File: src/hdl/gpio_bank_pkg.sv
package gpio_bank_pkg;

  // Widths of the register port and the number of pin groups.
  localparam int DATA_W = 8;
  localparam int ADDR_W = 8;
  localparam int GROUPS = 3;

  // Offsets that do not depend on the selected unit.
  localparam logic [7:0] UNIT_SELECT_OFS = 8'h07;
  localparam logic [7:0] IRQ_STATUS_OFS  = 8'h08;
  localparam logic [7:0] IRQ_MASK_OFS    = 8'h09;

  // Unit numbers: the fourth group lives in one unit, groups five and six
  // together with the activation and base registers in the next.
  localparam logic [7:0] UNIT_GROUP4   = 8'h07;
  localparam logic [7:0] UNIT_GROUP56  = 8'h08;
  localparam logic [7:0] UNIT_SELECT_RST = 8'h08;

  // Registers of the unit that holds groups five and six.
  localparam logic [7:0] ACTIVATION_OFS   = 8'h30;
  localparam logic [7:0] BASE_HIGH_OFS    = 8'h60;
  localparam logic [7:0] BASE_LOW_OFS     = 8'h61;
  localparam logic [7:0] TIMEOUT_CTRL_OFS = 8'hF5;

  // Activation register layout and reset value.
  localparam int         ACT_WDT_BIT     = 0;
  localparam int         ACT_G5_BIT      = 1;
  localparam int         ACT_G6_BIT      = 2;
  localparam logic [7:0] ACTIVATION_RST  = 8'h02;
  localparam logic [7:0] ACTIVATION_MASK = 8'h07;

  // Base address window and alignment.
  localparam logic [15:0] BASE_MIN        = 16'h0100;
  localparam logic [15:0] BASE_MAX        = 16'h0FF8;
  localparam logic [7:0]  BASE_ALIGN_MASK = 8'hFC;
  localparam logic [7:0]  BASE_RST        = 8'h00;

  // Timeout control: bits 4..1 are storage, the rest reserved.
  localparam logic [7:0] TIMEOUT_CTRL_MASK = 8'h1E;
  localparam logic [7:0] TIMEOUT_CTRL_RST  = 8'h00;

  // Per-group reset values; index 0, 1, 2 are groups four, five, six.
  localparam logic [7:0] DIR_RST = 8'hFF;
  localparam logic [7:0] INV_RST = 8'h00;
  localparam logic [7:0] EVT_RST = 8'h00;
  localparam logic [7:0] IRQ_RST = 8'h00;
  localparam logic [7:0] DATA_RST [GROUPS] = '{8'h00, 8'h00, 8'h1F};

  // Per-group register placement.
  localparam logic [7:0] GROUP_UNIT     [GROUPS] = '{8'h07, 8'h08, 8'h08};
  localparam logic [7:0] GROUP_DIR_OFS  [GROUPS] = '{8'hE4, 8'hE0, 8'hE4};
  localparam logic [7:0] GROUP_DATA_OFS [GROUPS] = '{8'hE5, 8'hE1, 8'hE5};
  localparam logic [7:0] GROUP_INV_OFS  [GROUPS] = '{8'hE6, 8'hE2, 8'hE6};
  localparam logic [7:0] GROUP_EVT_OFS  [GROUPS] = '{8'hE7, 8'hE3, 8'hE7};

endpackage

File: src/hdl/gpio_group_config_bank.sv
// Added by the designer: the plain strobed port.
`timescale 1ns/1ps
`default_nettype none

// Behaviour
// - A direction bit of 0 makes its pin an output and 1 an input, and all pins start as inputs.
// - Data bits of output pins are read and written by software and the written value drives the pin.
// - Data bits of input pins read back the pin level and ignore writes.
// - An inversion bit of 1 flips the relation between data bit and pin in both directions.
// - Any rising or falling edge on a pin of an active group sets its bit in the group's event status register.
// - Reading an event status register clears it, writes do nothing, and it starts at zero.
// - Activation bit 2 enables group six and bit 1 group five, with group five on and group six off after reset.
// - Activation bit 0 turns the watchdog timeout output and the power LED output on or off.
// - Two registers hold a 4-byte aligned base address, valid between 100h and FF8h, zero after reset.
// - Group six data starts at 1Fh and every other data and inversion register at zero.
module gpio_group_config_bank (
  // Clock and reset.
  input  wire logic       clk,
  input  wire logic       sys_rst,
  // Register port.
  input  wire logic [7:0] reg_addr,
  input  wire logic [7:0] reg_wdata,
  input  wire logic       reg_wr,
  input  wire logic       reg_rd,
  output var  logic [7:0] reg_rdata,
  // Group four pins.
  input  wire logic [7:0] group_four_pins_in,
  output var  logic [7:0] group_four_pins_out,
  output var  logic [7:0] group_four_pins_oe_n,
  // Group five pins.
  input  wire logic [7:0] group_five_pins_in,
  output var  logic [7:0] group_five_pins_out,
  output var  logic [7:0] group_five_pins_oe_n,
  // Group six pins.
  input  wire logic [7:0] group_six_pins_in,
  output var  logic [7:0] group_six_pins_out,
  output var  logic [7:0] group_six_pins_oe_n,
  // Watchdog and power LED requests from their own logic.
  input  wire logic       watchdog_timeout_req,
  input  wire logic       power_led_req,
  output var  logic       watchdog_timeout_out_n,
  output var  logic       power_led_out,
  // Decoded base address for the I/O decoder.
  output var  logic [15:0] io_base_addr,
  output var  logic        io_base_valid,
  // Interrupt.
  output var  logic        irq
);

  localparam int G = gpio_bank_pkg::GROUPS;

  // Registers shared by all units.
  logic [7:0] unit_sel_q;
  logic [7:0] irq_status_q;
  logic [7:0] irq_status_d;
  logic [7:0] irq_mask_q;

  // Registers of the unit holding groups five and six.
  logic [7:0] activation_q;
  logic [7:0] base_high_q;
  logic [7:0] base_low_q;
  logic [7:0] timeout_ctrl_q;

  // Per-group storage and views, index 0..2 for groups four..six.
  logic [7:0] dir_q      [G];
  logic [7:0] data_q     [G];
  logic [7:0] inv_q      [G];
  logic [7:0] pins_raw   [G];
  logic [7:0] pins_sync  [G];
  logic [7:0] events     [G];
  logic [7:0] group_rd   [G];
  logic [7:0] pin_out_q  [G];
  logic [7:0] pin_oe_n_q [G];
  logic [G-1:0] group_on;
  logic [G-1:0] group_edge;

  // Read path.
  logic [7:0] rd_mux;
  logic [7:0] rdata_q;
  logic       wdt_q;
  logic       led_q;

  // Register map in short. Three offsets answer whatever unit is
  // selected: the unit select itself, the summary interrupt status and
  // its mask. Everything else belongs to one unit only. Unit 07h holds
  // group four, unit 08h holds groups five and six together with the
  // activation, base address and timeout control registers. An access
  // to an offset that the selected unit does not hold reads zero and a
  // write to it is dropped, so software that probes blindly cannot
  // disturb a neighbouring unit.
  // All decodes are plain compares against package constants, so a
  // change of placement stays in the package and never touches the
  // logic below. The decodes are combinational and are used in the
  // same cycle as the strobe that qualifies them.

  // Decodes of the registers that do not belong to one group.
  wire unit56      = (unit_sel_q == gpio_bank_pkg::UNIT_GROUP56);
  wire hit_unit    = (reg_addr == gpio_bank_pkg::UNIT_SELECT_OFS);
  wire hit_istat   = (reg_addr == gpio_bank_pkg::IRQ_STATUS_OFS);
  wire hit_imask   = (reg_addr == gpio_bank_pkg::IRQ_MASK_OFS);
  wire hit_act     = unit56 &&
                     (reg_addr == gpio_bank_pkg::ACTIVATION_OFS);
  wire hit_bhigh   = unit56 &&
                     (reg_addr == gpio_bank_pkg::BASE_HIGH_OFS);
  wire hit_blow    = unit56 &&
                     (reg_addr == gpio_bank_pkg::BASE_LOW_OFS);
  wire hit_timeout = unit56 &&
                     (reg_addr == gpio_bank_pkg::TIMEOUT_CTRL_OFS);

  // Activation bits decide whether groups five and six drive and record events; group four always does.
  assign group_on[0] = 1'b1;
  assign group_on[1] = activation_q[gpio_bank_pkg::ACT_G5_BIT];
  assign group_on[2] = activation_q[gpio_bank_pkg::ACT_G6_BIT];

  // Raw pin levels gathered into the group array.
  assign pins_raw[0] = group_four_pins_in;
  assign pins_raw[1] = group_five_pins_in;
  assign pins_raw[2] = group_six_pins_in;

  // Pin drivers and enables come straight from per-group flip-flops.
  assign group_four_pins_out  = pin_out_q[0];
  assign group_four_pins_oe_n = pin_oe_n_q[0];
  assign group_five_pins_out  = pin_out_q[1];
  assign group_five_pins_oe_n = pin_oe_n_q[1];
  assign group_six_pins_out   = pin_out_q[2];
  assign group_six_pins_oe_n  = pin_oe_n_q[2];

  // Each group owns a direction, a data, an inversion and an event
  // register. The data register is split per bit by direction: output
  // bits hold what software wrote, input bits show the synchronised pin
  // through the inversion mask and keep their stored value on a write.
  // Keeping the stored value means that turning an input back into an
  // output drives the last value that software wrote while it was an
  // output, not whatever the pin happened to show.
  // Pin drive and enable are registered, so they move two cycles after
  // the write strobe: one cycle for the register, one for the pin stage.
  // The extra stage keeps the pins free of decode glitches.
  // One copy of the group logic per pin group.
  for (genvar g = 0; g < G; g++) begin : grp
    wire in_unit  = (unit_sel_q == gpio_bank_pkg::GROUP_UNIT[g]);
    wire hit_dir  = in_unit && (reg_addr == gpio_bank_pkg::GROUP_DIR_OFS[g]);
    wire hit_data = in_unit &&
                    (reg_addr == gpio_bank_pkg::GROUP_DATA_OFS[g]);
    wire hit_inv  = in_unit && (reg_addr == gpio_bank_pkg::GROUP_INV_OFS[g]);
    wire hit_evt  = in_unit && (reg_addr == gpio_bank_pkg::GROUP_EVT_OFS[g]);
    wire evt_clr  = reg_rd && hit_evt;
    // Input bits keep their old value on a write; output bits take it.
    wire [7:0] data_d = (reg_wdata & ~dir_q[g]) | (data_q[g] & dir_q[g]);
    // Input pins read their level through the inversion mask.
    wire [7:0] pin_view = pins_sync[g] ^ inv_q[g];
    wire [7:0] data_view = (data_q[g] & ~dir_q[g]) |
                           (pin_view & dir_q[g]);

    // Synchronise the pins before anything looks at them.
    pin_sync #(
      .WIDTH     (8)
    ) u_sync (
      .clk       (clk),
      .sys_rst   (sys_rst),
      .level_in  (pins_raw[g]),
      .level_out (pins_sync[g])
    );

    // Sticky either-edge status, cleared by a read of its register.
    edge_capture u_edges (
      .clk       (clk),
      .sys_rst   (sys_rst),
      .level     (pins_sync[g]),
      .arm       (group_on[g]),
      .clear     (evt_clr),
      .events_q  (events[g]),
      .edge_seen (group_edge[g])
    );

    // Read contribution of this group; zero when no register matches.
    assign group_rd[g] = ({8{hit_dir}}  & dir_q[g])  |
                         ({8{hit_data}} & data_view) |
                         ({8{hit_inv}}  & inv_q[g])  |
                         ({8{hit_evt}}  & events[g]);

    // Direction, data and inversion storage.
    always_ff @(posedge clk) begin
      if (sys_rst) begin
        dir_q[g]  <= gpio_bank_pkg::DIR_RST;
        data_q[g] <= gpio_bank_pkg::DATA_RST[g];
        inv_q[g]  <= gpio_bank_pkg::INV_RST;
      end else if (reg_wr) begin
        if (hit_dir) begin
          dir_q[g] <= reg_wdata;
        end
        if (hit_data) begin
          data_q[g] <= data_d;
        end
        if (hit_inv) begin
          inv_q[g] <= reg_wdata;
        end
      end
    end

    // Pin drive: an inactive group floats all of its pins.
    always_ff @(posedge clk) begin
      if (sys_rst) begin
        pin_out_q[g]  <= 8'h00;
        pin_oe_n_q[g] <= 8'hFF;
      end else begin
        pin_out_q[g]  <= data_q[g] ^ inv_q[g];
        pin_oe_n_q[g] <= group_on[g] ? dir_q[g] : 8'hFF;
      end
    end
  end

  // Read side. Every decode contributes its register masked by its own
  // hit, and the contributions are ORed. This costs a few gates more
  // than a priority mux but needs no ordering, and an offset that hits
  // nothing yields zero without a separate default path.
  // The read mux ORs the decodes together; at most one of them is hit.
  always_comb begin
    rd_mux = ({8{hit_unit}}    & unit_sel_q)     |
             ({8{hit_istat}}   & irq_status_q)   |
             ({8{hit_imask}}   & irq_mask_q)     |
             ({8{hit_act}}     & activation_q)   |
             ({8{hit_bhigh}}   & base_high_q)    |
             ({8{hit_blow}}    & base_low_q)     |
             ({8{hit_timeout}} & timeout_ctrl_q);
    for (int i = 0; i < G; i++) begin
      rd_mux = rd_mux | group_rd[i];
    end
  end

  // Read data stand only in the cycle after the strobe, so a stale value
  // is never mistaken for a second answer.
  always_ff @(posedge clk) begin
    if (sys_rst) begin
      rdata_q <= 8'h00;
    end else begin
      rdata_q <= reg_rd ? rd_mux : 8'h00;
    end
  end
  assign reg_rdata = rdata_q;

  // Unit selection and interrupt mask are plain storage.
  always_ff @(posedge clk) begin
    if (sys_rst) begin
      unit_sel_q <= gpio_bank_pkg::UNIT_SELECT_RST;
      irq_mask_q <= gpio_bank_pkg::IRQ_RST;
    end else if (reg_wr) begin
      if (hit_unit) begin
        unit_sel_q <= reg_wdata;
      end
      if (hit_imask) begin
        irq_mask_q <= reg_wdata;
      end
    end
  end

  // Activation and timeout control keep only their defined bits.
  always_ff @(posedge clk) begin
    if (sys_rst) begin
      activation_q   <= gpio_bank_pkg::ACTIVATION_RST;
      timeout_ctrl_q <= gpio_bank_pkg::TIMEOUT_CTRL_RST;
    end else if (reg_wr) begin
      if (hit_act) begin
        activation_q <= reg_wdata & gpio_bank_pkg::ACTIVATION_MASK;
      end
      if (hit_timeout) begin
        timeout_ctrl_q <= reg_wdata & gpio_bank_pkg::TIMEOUT_CTRL_MASK;
      end
    end
  end

  // The base pair is two independent byte registers. Software writes the
  // high and the low byte one at a time, so for a cycle the combined
  // address may be half old and half new; the outside decoder must not
  // be used while software is moving the window.
  // Base address pair; the two low bits are forced to zero for alignment.
  always_ff @(posedge clk) begin
    if (sys_rst) begin
      base_high_q <= gpio_bank_pkg::BASE_RST;
      base_low_q  <= gpio_bank_pkg::BASE_RST;
    end else if (reg_wr) begin
      if (hit_bhigh) begin
        base_high_q <= reg_wdata;
      end
      if (hit_blow) begin
        base_low_q <= reg_wdata & gpio_bank_pkg::BASE_ALIGN_MASK;
      end
    end
  end

  // The decoder outside must ignore an address outside the legal window.
  assign io_base_addr  = {base_high_q, base_low_q};
  assign io_base_valid = (io_base_addr >= gpio_bank_pkg::BASE_MIN) &&
                         (io_base_addr <= gpio_bank_pkg::BASE_MAX);

  // The summary status holds one bit per group and is set by any new
  // edge that the group's capture logic records. It is independent of
  // the per-group event registers: reading one of those does not clear
  // the summary, and reading the summary does not clear the events.
  // Software that wants a quiet line reads both. Because a new edge wins
  // over the clearing read, an event in the read cycle is never lost; it
  // simply shows up again on the next read.
  // Summary interrupt status: a new edge wins over the read that clears.
  assign irq_status_d = ((reg_rd && hit_istat) ? 8'h00 : irq_status_q) |
                        {5'h00, group_edge};

  always_ff @(posedge clk) begin
    if (sys_rst) begin
      irq_status_q <= gpio_bank_pkg::IRQ_RST;
    end else begin
      irq_status_q <= irq_status_d;
    end
  end

  assign irq = |(irq_status_q & irq_mask_q);

  // The watchdog counter and the LED blinker live elsewhere; this bank
  // only gates their requests with activation bit 0. Both outputs are
  // registered so that a request arriving from another block cannot
  // glitch a pin, at the price of one cycle of delay.
  // Watchdog timeout (active low) and power LED are gated by bit 0.
  always_ff @(posedge clk) begin
    if (sys_rst) begin
      wdt_q <= 1'b0;
      led_q <= 1'b0;
    end else begin
      wdt_q <= activation_q[gpio_bank_pkg::ACT_WDT_BIT] &&
               watchdog_timeout_req;
      led_q <= activation_q[gpio_bank_pkg::ACT_WDT_BIT] &&
               power_led_req;
    end
  end

  assign watchdog_timeout_out_n = ~wdt_q;
  assign power_led_out          = led_q;

endmodule // gpio_group_config_bank

`default_nettype wire

File: src/hdl/pin_sync.sv
`timescale 1ns/1ps
`default_nettype none

module pin_sync #(
  parameter int WIDTH = 8
) (
  // Clock and reset.
  input  wire logic             clk,
  input  wire logic             sys_rst,
  // Raw and synchronised levels.
  input  wire logic [WIDTH-1:0] level_in,
  output var  logic [WIDTH-1:0] level_out
);

  logic [WIDTH-1:0] meta_q;

  // Two stages; only the second stage reads the first.
  always_ff @(posedge clk) begin
    if (sys_rst) begin
      meta_q    <= '0;
      level_out <= '0;
    end else begin
      meta_q    <= level_in;
      level_out <= meta_q;
    end
  end

endmodule // pin_sync

`default_nettype wire

File: src/hdl/edge_capture.sv
`timescale 1ns/1ps
`default_nettype none

module edge_capture (
  // Clock and reset.
  input  wire logic       clk,
  input  wire logic       sys_rst,
  // Synchronised pin levels and control.
  input  wire logic [7:0] level,
  input  wire logic       arm,
  input  wire logic       clear,
  // Sticky events and a pulse for any new edge.
  output var  logic [7:0] events_q,
  output var  logic       edge_seen
);

  logic [7:0] prev_q;
  logic       primed_q;
  logic [7:0] edges;
  logic [7:0] events_d;

  // The first sampled level only primes the history, but the synchroniser
  // still reads zero then, so a pin high out of reset shows as a rising edge.
  assign edges     = (primed_q && arm) ? (level ^ prev_q) : 8'h00;
  assign events_d  = (clear ? 8'h00 : events_q) | edges;
  assign edge_seen = |edges;

  always_ff @(posedge clk) begin
    if (sys_rst) begin
      prev_q   <= 8'h00;
      primed_q <= 1'b0;
      events_q <= gpio_bank_pkg::EVT_RST;
    end else begin
      prev_q   <= level;
      primed_q <= 1'b1;
      events_q <= events_d;
    end
  end

endmodule // edge_capture

`default_nettype wire

File: config.mk
export PLATFORM = sky130hd
export DESIGN_NAME = gpio_group_config_bank
export DESIGN_NICKNAME = d
export VERILOG_FILES = /design/src/hdl/gpio_bank_pkg.sv /design/src/hdl/gpio_group_config_bank.sv /design/src/hdl/pin_sync.sv /design/src/hdl/edge_capture.sv
export SDC_FILE = /design/constraint.sdc
export NUM_CORES = 1
export LEC_CHECK = 0
export BUFFER_PORTS_ARGS = -buffer_cell sky130_fd_sc_hd__buf_2
export CORE_MARGIN = 5
export CORE_UTILIZATION = 40
export DETAILED_ROUTE_END_ITERATION = 10
export GPL_ROUTABILITY_DRIVEN = 0
export PLACE_DENSITY = 0.56
export SLEW_MARGIN = 20
export SYNTH_ARGS = -nofsm -noshare
export SYNTH_HDL_FRONTEND = slang
export SYNTH_HIERARCHICAL = 1
export SYNTH_SLANG_ARGS = --single-unit
File: constraint.sdc
create_clock -name clk -period 2.5 [get_ports clk]
set_input_delay 0.25 -clock clk [delete_from_list [all_inputs] [get_ports clk]]
set_output_delay 0.25 -clock clk [all_outputs]
set_load 0.02 [all_outputs]
==> Word level (Yosys, flattened, before mapping) <==
Memories as Yosys holds them, arrays and structs flattened.
Index checks and enable logic that the tools add are counted.
W data, S select, Z words.
{ "totals": {"inputBits": 46, "elab_cells": 235, "ramBits": 120, "reg_bits": 152, "n_memories": 5} }
{ "classes": {"n_reduce_logical": 36, "n_eq_ne": 17, "bitwise_logic": 89, "magnitude_cmp": 2, "n_mux": 63} }
{ "mem_list": {"columns": ["name", "depth", "width", "read_ports", "rd_clocked_by_memory_dff", "write_ports", "line", "text"], "rows": [
  ["data_q", 3, 8, 3, 0, 3, "gpio_group_config_bank.sv:66", "logic [7:0] data_q [G];"],
  ["dir_q", 3, 8, 3, 0, 3, "gpio_group_config_bank.sv:65", "logic [7:0] dir_q [G];"],
  ["inv_q", 3, 8, 3, 0, 3, "gpio_group_config_bank.sv:67", "logic [7:0] inv_q [G];"],
  ["pin_oe_n_q", 3, 8, 3, 0, 3, "gpio_group_config_bank.sv:73", "logic [7:0] pin_oe_n_q [G];"],
  ["pin_out_q", 3, 8, 3, 0, 3, "gpio_group_config_bank.sv:72", "logic [7:0] pin_out_q [G];"]
]} }
{ "ops": {"columns": ["cell", "count"], "rows": [
  ["$and A8 B8 Y8", 30],
  ["$or A8 B8 Y8", 27],
  ["$mux W8", 24],
  ["$eq A8 B8 Y1 const B", 9],
  ["$xor A8 B8 Y8", 9],
  ["$mux W1", 39],
  ["$reduce_or A8 Y1", 4],
  ["$logic_and A1 B1 Y1", 25],
  ["$eq A8 B4 Y1 const B", 3],
  ["$not A8 Y8", 3],
  ["$eq A8 B3 Y1 const B", 2],
  ["$eq A8 B7 Y1 const B", 2],
  ["$ge A16 B9 Y1 const B", 1],
  ["$le A16 B12 Y1 const B", 1],
  ["$or A1 B1 Y1", 15],
  ["$reduce_and A2 Y1", 6],
  ["$and A8 B3 Y8", 1],
  ["$and A8 B5 Y8", 1],
  ["$eq A8 B6 Y1 const B", 1],
  ["$or A8 B3 Y8", 1],
  ["$not A1 Y1", 2],
  ["$reduce_or A2 Y1", 1]
]} }

==> Depth between registers and ports, before layout <==
Gate-level depths: netlist of the first run.
{ "logic_depth": {"word_depth": 11, "ltp_mapped": 9, "depth_no_buf": 7} }

==> Modules after synthesis <==
The synthesis of the first run kept the hierarchy.
{ "by_module_without_submodules": {"columns": ["mod", "seq_area_each_um2", "area_each_um2", "instances", "cells_each"], "rows": [
  ["gpio_group_config_bank", 4124.0, 8015.2, 1, 779],
  ["edge_capture", 340.3, 620.6, 3, 64],
  ["pin_sync", 320.3, 464.2, 3, 33]
]} }

==> Worst setup path before layout of the first run <==
Ideal clock, no wire load.
{ "synth_timing": {"kind": "register to register", "from": "register unit_sel_q[7]", "to": "memory inv_q[0][0], enable pin", "n_path_buf": 3, "stages_incl_launch_ff": 8, "t_arrival_ns": 2.085, "setup_slack_ns": 0.089, "t_required_ns": 2.174, "cell_sequence": "dfxtp_1 -> or4_1 -> buf_2 -> buf_6 -> or3_4 -> nor2_2 -> buf_2 -> a21o_1"} }
{ "synth_lines": {"columns": ["item", "line", "text"], "rows": [
  ["start, declared", "gpio_group_config_bank.sv:53", "logic [7:0] unit_sel_q;"],
  ["start signal, assigned", "gpio_group_config_bank.sv:244", "unit_sel_q <= gpio_bank_pkg::UNIT_SELECT_RST;"],
  ["start signal, assigned", "gpio_group_config_bank.sv:248", "unit_sel_q <= reg_wdata;"],
  ["end, declared", "gpio_group_config_bank.sv:67", null]
]} }

==> Worst setup path in the final report of the first run <==
{ "layout_timing": {"from": "register unit_sel_q[7]", "to": "register rdata_q[5] (netlist: reg_rdata[5])"} }
{ "layout_via": {"elab_chain_len": 10, "word_cells_on_any_way": 50} }
{ "layout_rtl": {"columns": ["item", "line", "text"], "rows": [
  ["$eq A8 B4 Y1", "gpio_group_config_bank.sv:97, gpio_group_config_bank.sv:140", null],
  ["$logic_and A1 B1 Y1", "gpio_group_config_bank.sv:101", "wire hit_act = unit56 &&"],
  ["$and A8 B3 Y8", "gpio_group_config_bank.sv:221", "({8{hit_act}} & activation_q) |"],
  ["$or A8 B8 Y8", "gpio_group_config_bank.sv:220", "({8{hit_imask}} & irq_mask_q) |"],
  ["$or A8 B8 Y8", "gpio_group_config_bank.sv:221", null],
  ["$or A8 B8 Y8", "gpio_group_config_bank.sv:222", "({8{hit_bhigh}} & base_high_q) |"],
  ["$or A8 B8 Y8", "gpio_group_config_bank.sv:223", "({8{hit_blow}} & base_low_q) |"],
  ["$or A8 B8 Y8 (2 in a row)", "gpio_group_config_bank.sv:226", "rd_mux = rd_mux | group_rd[i];"],
  ["$or A8 B8 Y8 *", "gpio_group_config_bank.sv:226", null],
  ["end signal, assigned", "gpio_group_config_bank.sv:236", "rdata_q <= reg_rd ? rd_mux : 8'h00;"],
  ["end, declared", "gpio_group_config_bank.sv:79", "logic [7:0] rdata_q;"]
]} }
Mark *: on every way between the ends. The rest lies on a longest branch, timed or not.
A chain may end at the register's enable or synchronous reset.

==> results.txt, run 1 <==
die area - 31,600 um2
crit path capture type - register
CTS Buffer Depth - 3
combinational share of power - 0.063
launching point of the worst reg2reg path - unit_sel_q[7]$_SDFFE_PP0P_
post-synthesis cell area - 11,300 um2
total power - 9.26 mW
largest net degree at the start of global routing - 90
gr usage total - 0.217
clock group share of total power - 0.433
Antenna Nets Post-Route - 0
number of remaining DRC errors - 0
post-synthesis sequential area ratio - 0.542
Psw - 2.13 mW
core area - 27,800 um2
max-slew violations - 0
clock buffer count from CTS - 29
Core Rows - 61
Post-DP Area - 12,400 um2
drt initial violations - 842
Post-Syn Instances - 1,070
CTS tree - done
required time worst endpoint - 2970 ps
Post-synth EDFFs - 72
min cycle time layout - 2520 ps
CP max FO - 10
post-detail-place hpwl - 25,200 um
num ports - 122
insertion delay to the later sink of the worst-skew pair - 550 ps
gr ovfl total - 0
crit path from - unit_sel_q[7]$_SDFFE_PP0P_
Slew @ Worst Pin - 683 ps
Detailed Route WL - 35,400 um
pwr dens - 678 nW/um2
IO buf count - 119
pre-CTS setup slack - -89.5 ps
WL per Instance - 21.6 um
Setup Skew - 17.1 ps
Via-to-Cell Ratio - 5.42
fmax - 397 MHz
die width - 178 um
Critical R2R Capture - reg_rdata[5]$_SDFF_PP0_
Primary FF master, synth - dfxtp_1
Critical Path End - reg_rdata[5]$_SDFF_PP0_
die height - 178 um
min-delay worst type - input port to register
initial core utilization - 0.406
Setup WS post-layout - -18.8 ps
#FFs+latches synth - 269
worst hold slack - 65.6 ps
Avg Inst Size Synth - 10.5 um2
CTS H-tree lvls - 1
most frequent cells in the layout - dfxtp_1 (197), buf_2 (118), nor2_1 (104)
FF-to-FF path depth - 6
total iterations of the first detailed-routing run - 6
vias in the first global route - 8,401
P_leak - 5.58 nW
Finish-stage setup viols - 1
Root Buffer - clkbuf_16
layout cells sized above 1 - 0.235
commonest non-fill, non-tap cell in the layout - dfxtp_1
Final Cycle Share - 1.01
fin area - 13,700 um2
Flop pwr share - 0.503
Final nets - 1,286
Sinks on Clock Net - 269
WS Path Type - register to register
maximum vdd drop - 0.454 mV
internal cell power - 7.13 mW
Final Hold Vio Count - 0
Antenna diodes - 0
YS warnings - 6
routed vias - 8,871
RSZ-0062 raised after global routing - yes
crit path DAT - 2990 ps
first-pass GRT wire length - 51,800 um
type of origin of the critical path - register
status - complete, but fails checks
sw frac - 0.230
R2R Setup Slk - -20 ps
Max Cap Viol - 0
Async SR Flop Fraction - 0
Area Growth Syn to Fin - 21.2%
failing checks - negative setup slack
antenna violations before repair - 2
Clk pin slew, worst setup/hold paths - 60 ps
Synth cell types - 66
Rel. slew slack - 0.541
## worst min-delay path by stage
stage,start,end,slack (ps),depth (start not counted)
floorplan,sys_rst,grp[0].u_edges/prev_q[0]$_SDFF_PP0_,320,1
global placement,grp[2].u_sync/meta_q[0]$_SDFF_PP0_,grp[2].u_sync/level_out[0]$_SDFF_PP0_,420,1
detailed placement,grp[2].u_sync/meta_q[6]$_SDFF_PP0_,grp[2].u_sync/level_out[6]$_SDFF_PP0_,420,1
CTS,sys_rst,grp[2].u_edges/events_q[4]$_SDFF_PP0_,50,2
global route,sys_rst,grp[2].u_edges/events_q[4]$_SDFF_PP0_,50,2
finish,sys_rst,grp[2].u_edges/events_q[1]$_SDFF_PP0_,70,2
## cells in the mapped netlist, types with 12 or more instances
cell	n	area, um2
a21oi_1	54	270
a22oi_1	17	128
a31oi_1	12	75.1
and2b_2	18	158
and3_1	33	206
buf_2	14	70.1
clkbuf_1	36	135
dfxtp_1	197	3940
edfxtp_1	72	2160
inv_1	14	52.6
mux2i_1	47	470
nand2_1	57	214
nand2b_1	30	188
nand3_1	20	100
nor2_1	104	390
nor2b_1	60	375
nor2b_2	21	184
nor4_1	18	113
or2_2	17	106
xnor2_1	42	368
xor2_1	26	228
## critical path, stage by stage (launching register included)
cell	delay, ps
dfxtp_1	320
or4_1	590
buf_4	230
or3_4	430
nor4b_1	550
a221oi_1	120
a41oi_1	200
## power by group through the flow
stage                     Combinational (mW)  Clock (mW)  Sequential [mW]
final                                  0.587        4.01             4.66
after global routing                   0.627        4.29             4.67
after CTS                              0.582        4.09             4.66
after detailed placement               0.547           0             4.75
after global placement                 0.546           0             4.75
after floorplan                        0.314           0             4.75
## per-layer routing
layer,wire length (um),GRT usage,up-vias
met5,21,0,-
met4,1090,0.0667,4
met3,3270,0.0505,92
met2,15200,0.331,409
met1,15800,0.307,4260
li1,-,-,4106
## per-stage QoR
step / TNS (ps) / instances / utilization
after global placement: -153 / 1550 / 0.447
after floorplan: 0 / 1071 / -
after CTS: 0 / 1627 / 0.488
after global routing: -46.7 / 1638 / 0.491
after detailed placement: -107 / 1550 / 0.447
final: -18.8 / 1638 / 0.491
## layout make-up
cell class | count | area [um2]
Clock buffer | 42 | 847
Clock inverter | 9 | 38.8
Fill cell | 2663 | 14100
Inverter | 14 | 52.6
Multi-Input combinational cell | 728 | 4830
Sequential cell | 269 | 6110
Tap cell | 378 | 473
Timing Repair Buffer | 198 | 1300
## repair_timing
action | 4_1_cts | 5_1_grt
endpoints found under the setup margin | 0 | 8
hold buffers | 26 | 0
endpoints found under the hold margin | 26 | 0
buffers inserted | 0 | 11
resized for setup | 0 | 5
## cells by family (layout without fill, tap and decap cells)
| logic type | count (synthesis) | after routing | share of synthesized area |
|---|---|---|---|
| multiplexers | 48 | 48 | 0.0427 |
| AO/OA/AOI/OAI | 161 | 161 | 0.0961 |
| XOR/XNOR | 68 | 68 | 0.0528 |
| other | 2 | 3 | 0.000666 |
| flip-flops | 269 | 269 | 0.542 |
| buffers and inverters | 74 | 263 | 0.0305 |
| AND/OR/NAND/NOR | 448 | 448 | 0.235 |
(Power assumes the default switching activity.)
==> inputs of run 2 (changes only) <==
--- a/config.mk
+++ b/config.mk
@@ -11,6 +11,7 @@
 export DETAILED_ROUTE_END_ITERATION = 10
 export GPL_ROUTABILITY_DRIVEN = 0
 export PLACE_DENSITY = 0.56
+export RECOVER_POWER = 25
 export SLEW_MARGIN = 20
 export SYNTH_ARGS = -nofsm -noshare
 export SYNTH_HDL_FRONTEND = slang
==> run 2 against run 1 <==
  * The run ends with max-capacitance violations, max-slew violations left
  * Hold slack improved by 120 ps
  * Count of clock-buffer cells in the layout did not move
  * Die area did not move
  * Critical path depth rose by 2
  * Sequential cell count did not move
  * Setup slack improved by 21 ps
  * Clock power barely moved
  * Combinational power fell by 0.9%
  * Non-clock buffer count did not move
  * Largest cell class unchanged
==> results.txt, run 2 (synthesis results as in run 1) <==
status - complete, but fails checks
failing checks - max-capacitance violations, max-slew violations
type of origin of the critical path - register
Antenna Nets Post-Route - 0 (unchanged)
WS Path Type - register to register
Clk pin slew, worst setup/hold paths - 60 ps (about the same)
hold depth - 4 (+2)
first-pass GRT wire length - 51,800 um (unchanged)
RSZ-0062 raised after global routing - yes
Max Cap Viol - 1 (+1)
required time worst endpoint - 2920 ps (-50 ps)
CTS tree - done
worst hold endpoint - irq_status_q[0]$_SDFF_PP0_
Worst Hold Launch - reg_rd
Core Rows - 61 (unchanged)
Root Buffer - clkbuf_16
Finish-stage setup viols - 0 (-1)
Via-to-Cell Ratio - 5.39 (-0.38%)
die area - 31,600 um2 (unchanged)
pwr dens - 679 nW/um2 (about the same)
fin area - 13,600 um2 (-0.20%)
gr usage total - 0.217 (unchanged)
Final Hold Vio Count - 0 (unchanged)
P_leak - 5.57 nW (-0.20%)
WL per Instance - 21.5 um (-0.42%)
total power - 9.24 mW (-0.15%)
total iterations of the first detailed-routing run - 6 (unchanged)
post-detail-place hpwl - 25,200 um (unchanged)
Antenna diodes - 0 (unchanged)
fmax - 400 MHz (+0.86%)
IO buf count - 119 (unchanged)
CTS H-tree lvls - 1 (unchanged)
routed vias - 8,837 (-0.38%)
Sinks on Clock Net - 269 (unchanged)
crit-path cells - or4_1, buf_4, nor4_2, buf_4, a22oi_1, nand3_1, a2111oi_1, a31oi_1
max-slew violations - 90 (+90)
most used cell, CP - buf_4
Detailed Route WL - 35,200 um (-0.42%)
vias in the first global route - 8,401 (unchanged)
largest net degree at the start of global routing - 90 (unchanged)
launching point of the worst reg2reg path - unit_sel_q[7]$_SDFFE_PP0P_
initial core utilization - 0.406 (unchanged)
maximum vdd drop - 0.453 mV (-0.23%)
Critical R2R Capture - reg_rdata[1]$_SDFF_PP0_
dpl cells - 1,550 (unchanged)
Layout Cells excl Fill - 1,638 (unchanged)
Setup Skew - 24.2 ps (+7.11 ps)
crit path capture type - register
num ports - 122 (unchanged)
FF-to-FF path depth - 8 (+2)
Rel. slew slack - -0.168 (-0.709)
Slew @ Worst Pin - 1750 ps (+1070 ps)
antenna violations before repair - 2 (unchanged)
most frequent cells in the layout - dfxtp_1 (197), buf_2 (118), nor2_1 (104)
core area - 27,800 um2 (unchanged)
commonest non-fill, non-tap cell in the layout - dfxtp_1
min-delay worst type - input port to register
WP buf/inv - 2 (+1)
number of remaining DRC errors - 0 (unchanged)
Final nets - 1,286 (unchanged)
Fillers - 2,665 (+0.075%)
Worst path top cell family by delay - simple AND/OR/NAND/NOR gates
crit path DAT - 2910 ps (-80 ps)
Critical Path Max Stage Delay - 590 ps (about the same)
Post-DP Area - 12,400 um2 (unchanged)
Final Cycle Share - 0.999 (-0.00855)
Area Growth Syn to Fin - 20.9%
drt initial violations - 874 (+3.8%)
min cycle time layout - 2500 ps (-21.4 ps)
die width - 178 um (unchanged)
clock buffer count from CTS - 29 (unchanged)
die height - 178 um (unchanged)
R2R Setup Slk - 3 ps (+20 ps)
layout cells sized above 1 - 0.234 (-0.000794)
CP max FO - 10 (unchanged)
critical path's slowest cell - or4_1
insertion delay to the later sink of the worst-skew pair - 550 ps (about the same)
CTS Buffer Depth - 3 (unchanged)
gr ovfl total - 0 (unchanged)
[run 2: cell count changes in the layout (fill, tap and decap cells not counted), sizes merged]
cell | before | now
buf | 172 | 168
clkbuf | 42 | 46
[run 2: worst max-delay path by stage]
stage                                    start  slack, ps  cells after the start                        end
CTS                 unit_sel_q[0]$_SDFFE_PP0P_         20                      6    reg_rdata[6]$_SDFF_PP0_
finish              unit_sel_q[7]$_SDFFE_PP0P_          3                      8    reg_rdata[1]$_SDFF_PP0_
global placement                   reg_addr[1]       -150                      8    reg_rdata[1]$_SDFF_PP0_
floorplan           unit_sel_q[7]$_SDFFE_PP0P_         90                      7  inv_q[0][0]$_SDFFCE_PN0P_
detailed placement                 reg_addr[1]        -90                      8    reg_rdata[1]$_SDFF_PP0_
global route        unit_sel_q[0]$_SDFFE_PP0P_        -50                      8    reg_rdata[1]$_SDFF_PP0_
[run 2: area by class of cell]
class	count	area (um2)	share of cell area
clock buffer	42	847	0.0622
sequential	269	6110	0.448
multi-input combinational	728	4830	0.355
tap	378	473	0.0347
timing repair buffer	198	1270	0.0935
clock inverter	9	38.8	0.00285
inverter	14	52.6	0.00386
[run 2: report_power, final]
part | internal [mW] | leakage [nW] | switching [mW]
clock network | 2.32 | 0.437 | 1.68
registers | 4.58 | 2.25 | 0.0821
logic | 0.227 | 2.88 | 0.356
total | 7.13 | 5.57 | 2.12
[run 2: metal layers]
metal  track usage  wire, um  vias up
met4        0.0667      1080        4
met2         0.331     15300      419
met5             0        21        -
li1              -         -     4112
met1         0.307     15400     4213
met3        0.0505      3480       89
[run 2: metrics by stage]
stage,TNS [ps],hold slack [ps],setup slack (ps),util
after CTS,0,48.7,23.0,0.488
after global routing,-46.7,170,-46.7,0.490
after floorplan,0,322,88.8,-
after detailed placement,-107,424,-89.5,0.447
final,0,183,2.63,0.490
after global placement,-153,420,-153,0.447
[run 2: worst reg2reg max path: stages, from the launching register on]
cell and delay [ps]:
dfxtp_1 320, or4_1 590, buf_4 230, nor4_2 300
buf_4 200, a22oi_1 120, nand3_1 180, a2111oi_1 90
a31oi_1 350
[run 2: timing repair]
action / CTS / global route
resized for setup: 0 / 5
setup endpoints to repair: 0 / 8
setup buffers: 0 / 11
endpoints found under the hold margin: 26 / 0
hold buffers: 26 / 0
==> inputs of run 3 (changes only) <==
--- a/config.mk
+++ b/config.mk
@@ -5,7 +5,9 @@
 export SDC_FILE = /design/constraint.sdc
 export NUM_CORES = 1
 export LEC_CHECK = 0
+export ABC_AREA = 1
 export BUFFER_PORTS_ARGS = -buffer_cell sky130_fd_sc_hd__buf_2
+export CAP_MARGIN = 0
 export CORE_MARGIN = 5
 export CORE_UTILIZATION = 40
 export DETAILED_ROUTE_END_ITERATION = 10
@@ -17,3 +19,4 @@
 export SYNTH_HDL_FRONTEND = slang
 export SYNTH_HIERARCHICAL = 1
 export SYNTH_SLANG_ARGS = --single-unit
+export TNS_END_PERCENT = 1
==> run 3 against run 2 <==
  * The run still ends with max-capacitance violations, max-slew violations left
  * Largest cell class unchanged
  * Utilization decreased by 0.77 points
  * Die area increased by 2.1%
  * Sequential share of layout area decreased by 0.50 points
  * Synthesized area increased by 2.2%
==> results.txt, run 3 <==
status - complete, but fails checks
failing checks - max-capacitance violations, max-slew violations
R2R Setup Slk - 410 ps (+400 ps)
Final nets - 1,678 (+30%)
Slew @ Worst Pin - 1630 ps (-125 ps)
Sinks on Clock Net - 269 (unchanged)
most common cell in the synthesized netlist - nand2_1
worst hold slack - 48.9 ps (-134 ps)
Critical Path End - data_q[2][4]$_SDFFCE_PN1P_
WP buf/inv - 1 (-1)
largest net degree at the start of global routing - 58 (-36%)
required time worst endpoint - 2770 ps (-150 ps)
CTS Buffer Depth - 3 (unchanged)
#FFs+latches synth - 269 (unchanged)
crit path DAT - 2370 ps (-540 ps)
most used cell, CP - nand2_1
Critical Path Max Stage Delay - 380 ps (-210 ps)
Clk pin slew, worst setup/hold paths - 60 ps (about the same)
antenna violations before repair - 0 (-2)
Via-to-Cell Ratio - 4.87 (-9.7%)
post-synthesis cell area - 11,500 um2 (+2.2%)
number of remaining DRC errors - 0 (unchanged)
P_leak - 6.07 nW (+8.9%)
routed vias - 9,936 (+12%)
Finish-stage setup viols - 0 (unchanged)
Synth Area in XOR/XNOR - 0.0175 (-0.0354)
Antenna Nets Post-Route - 0 (unchanged)
IO buf count - 119 (unchanged)
initial core utilization - 0.404 (-0.00203)
Final Cycle Share - 0.837 (-0.162)
Synth Area in Adders - 0 (unchanged)
Yosys top cell by area - dfxtp_1
gr usage total - 0.205 (-0.0123)
CTS tree - done
post-synthesis sequential area ratio - 0.530 (-0.0119)
RSZ-0062 raised after global routing - no
top post-synthesis cells by area - dfxtp_1 (34%), edfxtp_1 (19%), nand2_1 (9.8%)
YS warnings - 6 (unchanged)
crit path capture type - register
total iterations of the first detailed-routing run - 5 (-1)
critical path's slowest cell - nor3_2
Async SR Flop Fraction - 0 (unchanged)
FF-to-FF path depth - 7 (-1)
core area - 28,500 um2 (+2.8%)
die width - 180 um (+1.1%)
Setup Skew - 11.7 ps (-12.5 ps)
layout cells sized above 1 - 0.143 (-0.0910)
main combinational cell family by area after synthesis - simple AND/OR/NAND/NOR gates
Post-synth EDFFs - 72 (unchanged)
min-delay worst type - input port to register
Rel. slew slack - -0.0846 (+0.0833)
Core Rows - 62 (+1.6%)
Antenna diodes - 0 (unchanged)
Area Growth Syn to Fin - 19.6%
Final Hold Vio Count - 0 (unchanged)
insertion delay to the later sink of the worst-skew pair - 560 ps (about the same)
max-slew violations - 38 (-58%)
die area - 32,300 um2 (+2.1%)
type of origin of the critical path - register
setup TNS - 0 ps (unchanged)
pwr dens - 704 nW/um2 (+3.7%)
launching point of the worst reg2reg path - unit_sel_q[7]$_SDFFE_PP0P_
CP max FO - 53 (+43)
Primary FF master, synth - dfxtp_1
Max Cap Viol - 1 (unchanged)
share of the synthesized area in the top cell type - 0.342 (-0.00768)
crit path from - unit_sel_q[7]$_SDFFE_PP0P_
WL per Instance - 16.7 um (-22%)
WS Path Type - register to register
CTS H-tree lvls - 1 (unchanged)
crit-path cells - nor2_1, nand2_1, nor2_4, buf_12, nand2_1, nor3_2, o211ai_1
Post-CTS Setup Inserts - 0 (unchanged)
post-detail-place hpwl - 24,900 um (-1.3%)
Synth cell types - 33 (-50%)
Hold-fix buffers, CTS - 26 (unchanged)
fin area - 13,800 um2 (+1.1%)
Stages on worst setup path - 7 (-1)
vias in the first global route - 9,463 (+13%)
Post-DP Area - 12,500 um2 (+0.90%)
first-pass GRT wire length - 52,900 um (+1.9%)
Synth Area in Simple Gates - 0.279 (+0.0441)
Post-Syn Instances - 1,477 (+38%)
mux cell area share after synthesis - 0 (-0.0427)
Critical R2R Capture - data_q[2][4]$_SDFFCE_PN1P_
fmax - 478 MHz (+19%)
min cycle time layout - 2090 ps (-405 ps)
most frequent cells in the layout - nand2_1 (301), nor2_1 (255), dfxtp_1 (197)
num ports - 122 (unchanged)
Root Buffer - clkbuf_16
die height - 180 um (+1.1%)
clock buffer count from CTS - 30 (+3.4%)
Avg Inst Size Synth - 7.80 um2 (-26%)
Worst path top cell family by delay - simple AND/OR/NAND/NOR gates
Detailed Route WL - 34,100 um (-3.1%)
commonest non-fill, non-tap cell in the layout - nand2_1
synth cell count leaders - nand2_1 (301), nor2_1 (254), dfxtp_1 (197)
gr ovfl total - 0 (unchanged)
drt initial violations - 782 (-11%)
area fraction in compound gates after synthesis - 0.0776 (-0.0185)
maximum vdd drop - 0.540 mV (+19%)
# resized after CTS - 0 (unchanged)
==> run 3: cell types whose count changed in the layout (fill, tap and decap cells not counted), sizes merged, moves of 21 or more <==
cell    delta
nand2    +247
inv      +190
nor2     +170
nand3    +132
nor2b     -81
o21ai     +55
mux2i     -47
a21oi     +40
and3      -32
nand2b    -30
buf       -29
nor4      -27
xor2      -26
or2       -21
==> run 3: worst min-delay path by stage <==
stage                                                   from                                    end  slack [ps]  cells past startpoint
after global placement    grp[1].u_sync/meta_q[7]$_SDFF_PP0_  grp[1].u_sync/level_out[7]$_SDFF_PP0_         390                      2
after floorplan                        group_four_pins_in[0]     grp[0].u_sync/meta_q[0]$_SDFF_PP0_         360                      2
final                                           reg_wdata[6]             irq_mask_q[6]$_SDFFE_PP0P_          50                      3
after CTS                                       reg_wdata[6]             irq_mask_q[6]$_SDFFE_PP0P_          40                      3
after global routing                                 sys_rst     grp[0].u_sync/meta_q[2]$_SDFF_PP0_          70                      2
after detailed placement  grp[1].u_sync/meta_q[2]$_SDFF_PP0_  grp[1].u_sync/level_out[2]$_SDFF_PP0_         390                      2
==> run 3: worst reg2reg max path, cell delays in order (launching register included) <==
cell	delay [ps]
dfxtp_1	320
nor2_1	110
nand2_1	130
nor2_4	280
buf_12	270
nand2_1	160
nor3_2	380
o211ai_1	170
==> run 3: area by class of cell <==
cell class | instances | area (um2)
repair buffers | 169 | 1060
fillers | 2933 | 14800
multi-input cells | 953 | 4330
flip-flops and latches | 269 | 6110
clock buffers | 40 | 872
well taps | 384 | 480
clock inverters | 16 | 146
inverters | 209 | 785
==> run 3: cells by family after synthesis <==
kind of cell	count (synthesis)
xor+xnor	23
other cells	2
simple gates	754
buf+inv	256
flops	269
compound gates	173
==> run 3: through the flow <==
step	std cells	setup slack (ps)	power [mW]	utilization
2_1_floorplan	1478	426	5.07	-
3_5_place_dp	1958	431	5.29	0.439
6_report	2040	407	9.70	0.483
3_3_place_gp	1958	490	5.29	0.439
5_1_grt	2040	237	10.1	0.483
4_1_cts	2040	403	9.79	0.483
==> run 3: power by group <==
group / internal [mW] / switching (mW) / total (mW)
combinational: 0.188 / 0.369 / 0.557
sequential: 4.59 / 0.0870 / 4.67
clock: 2.66 / 1.81 / 4.47
==> run 3: layer usage <==
layer  up-vias  global-route usage  routed length, um
met2       312               0.334              15700
met5         -                   0                  0
met3        78              0.0400               2210
met1      4580               0.273              15100
li1       4966                   -                  -
met4         0              0.0707               1130
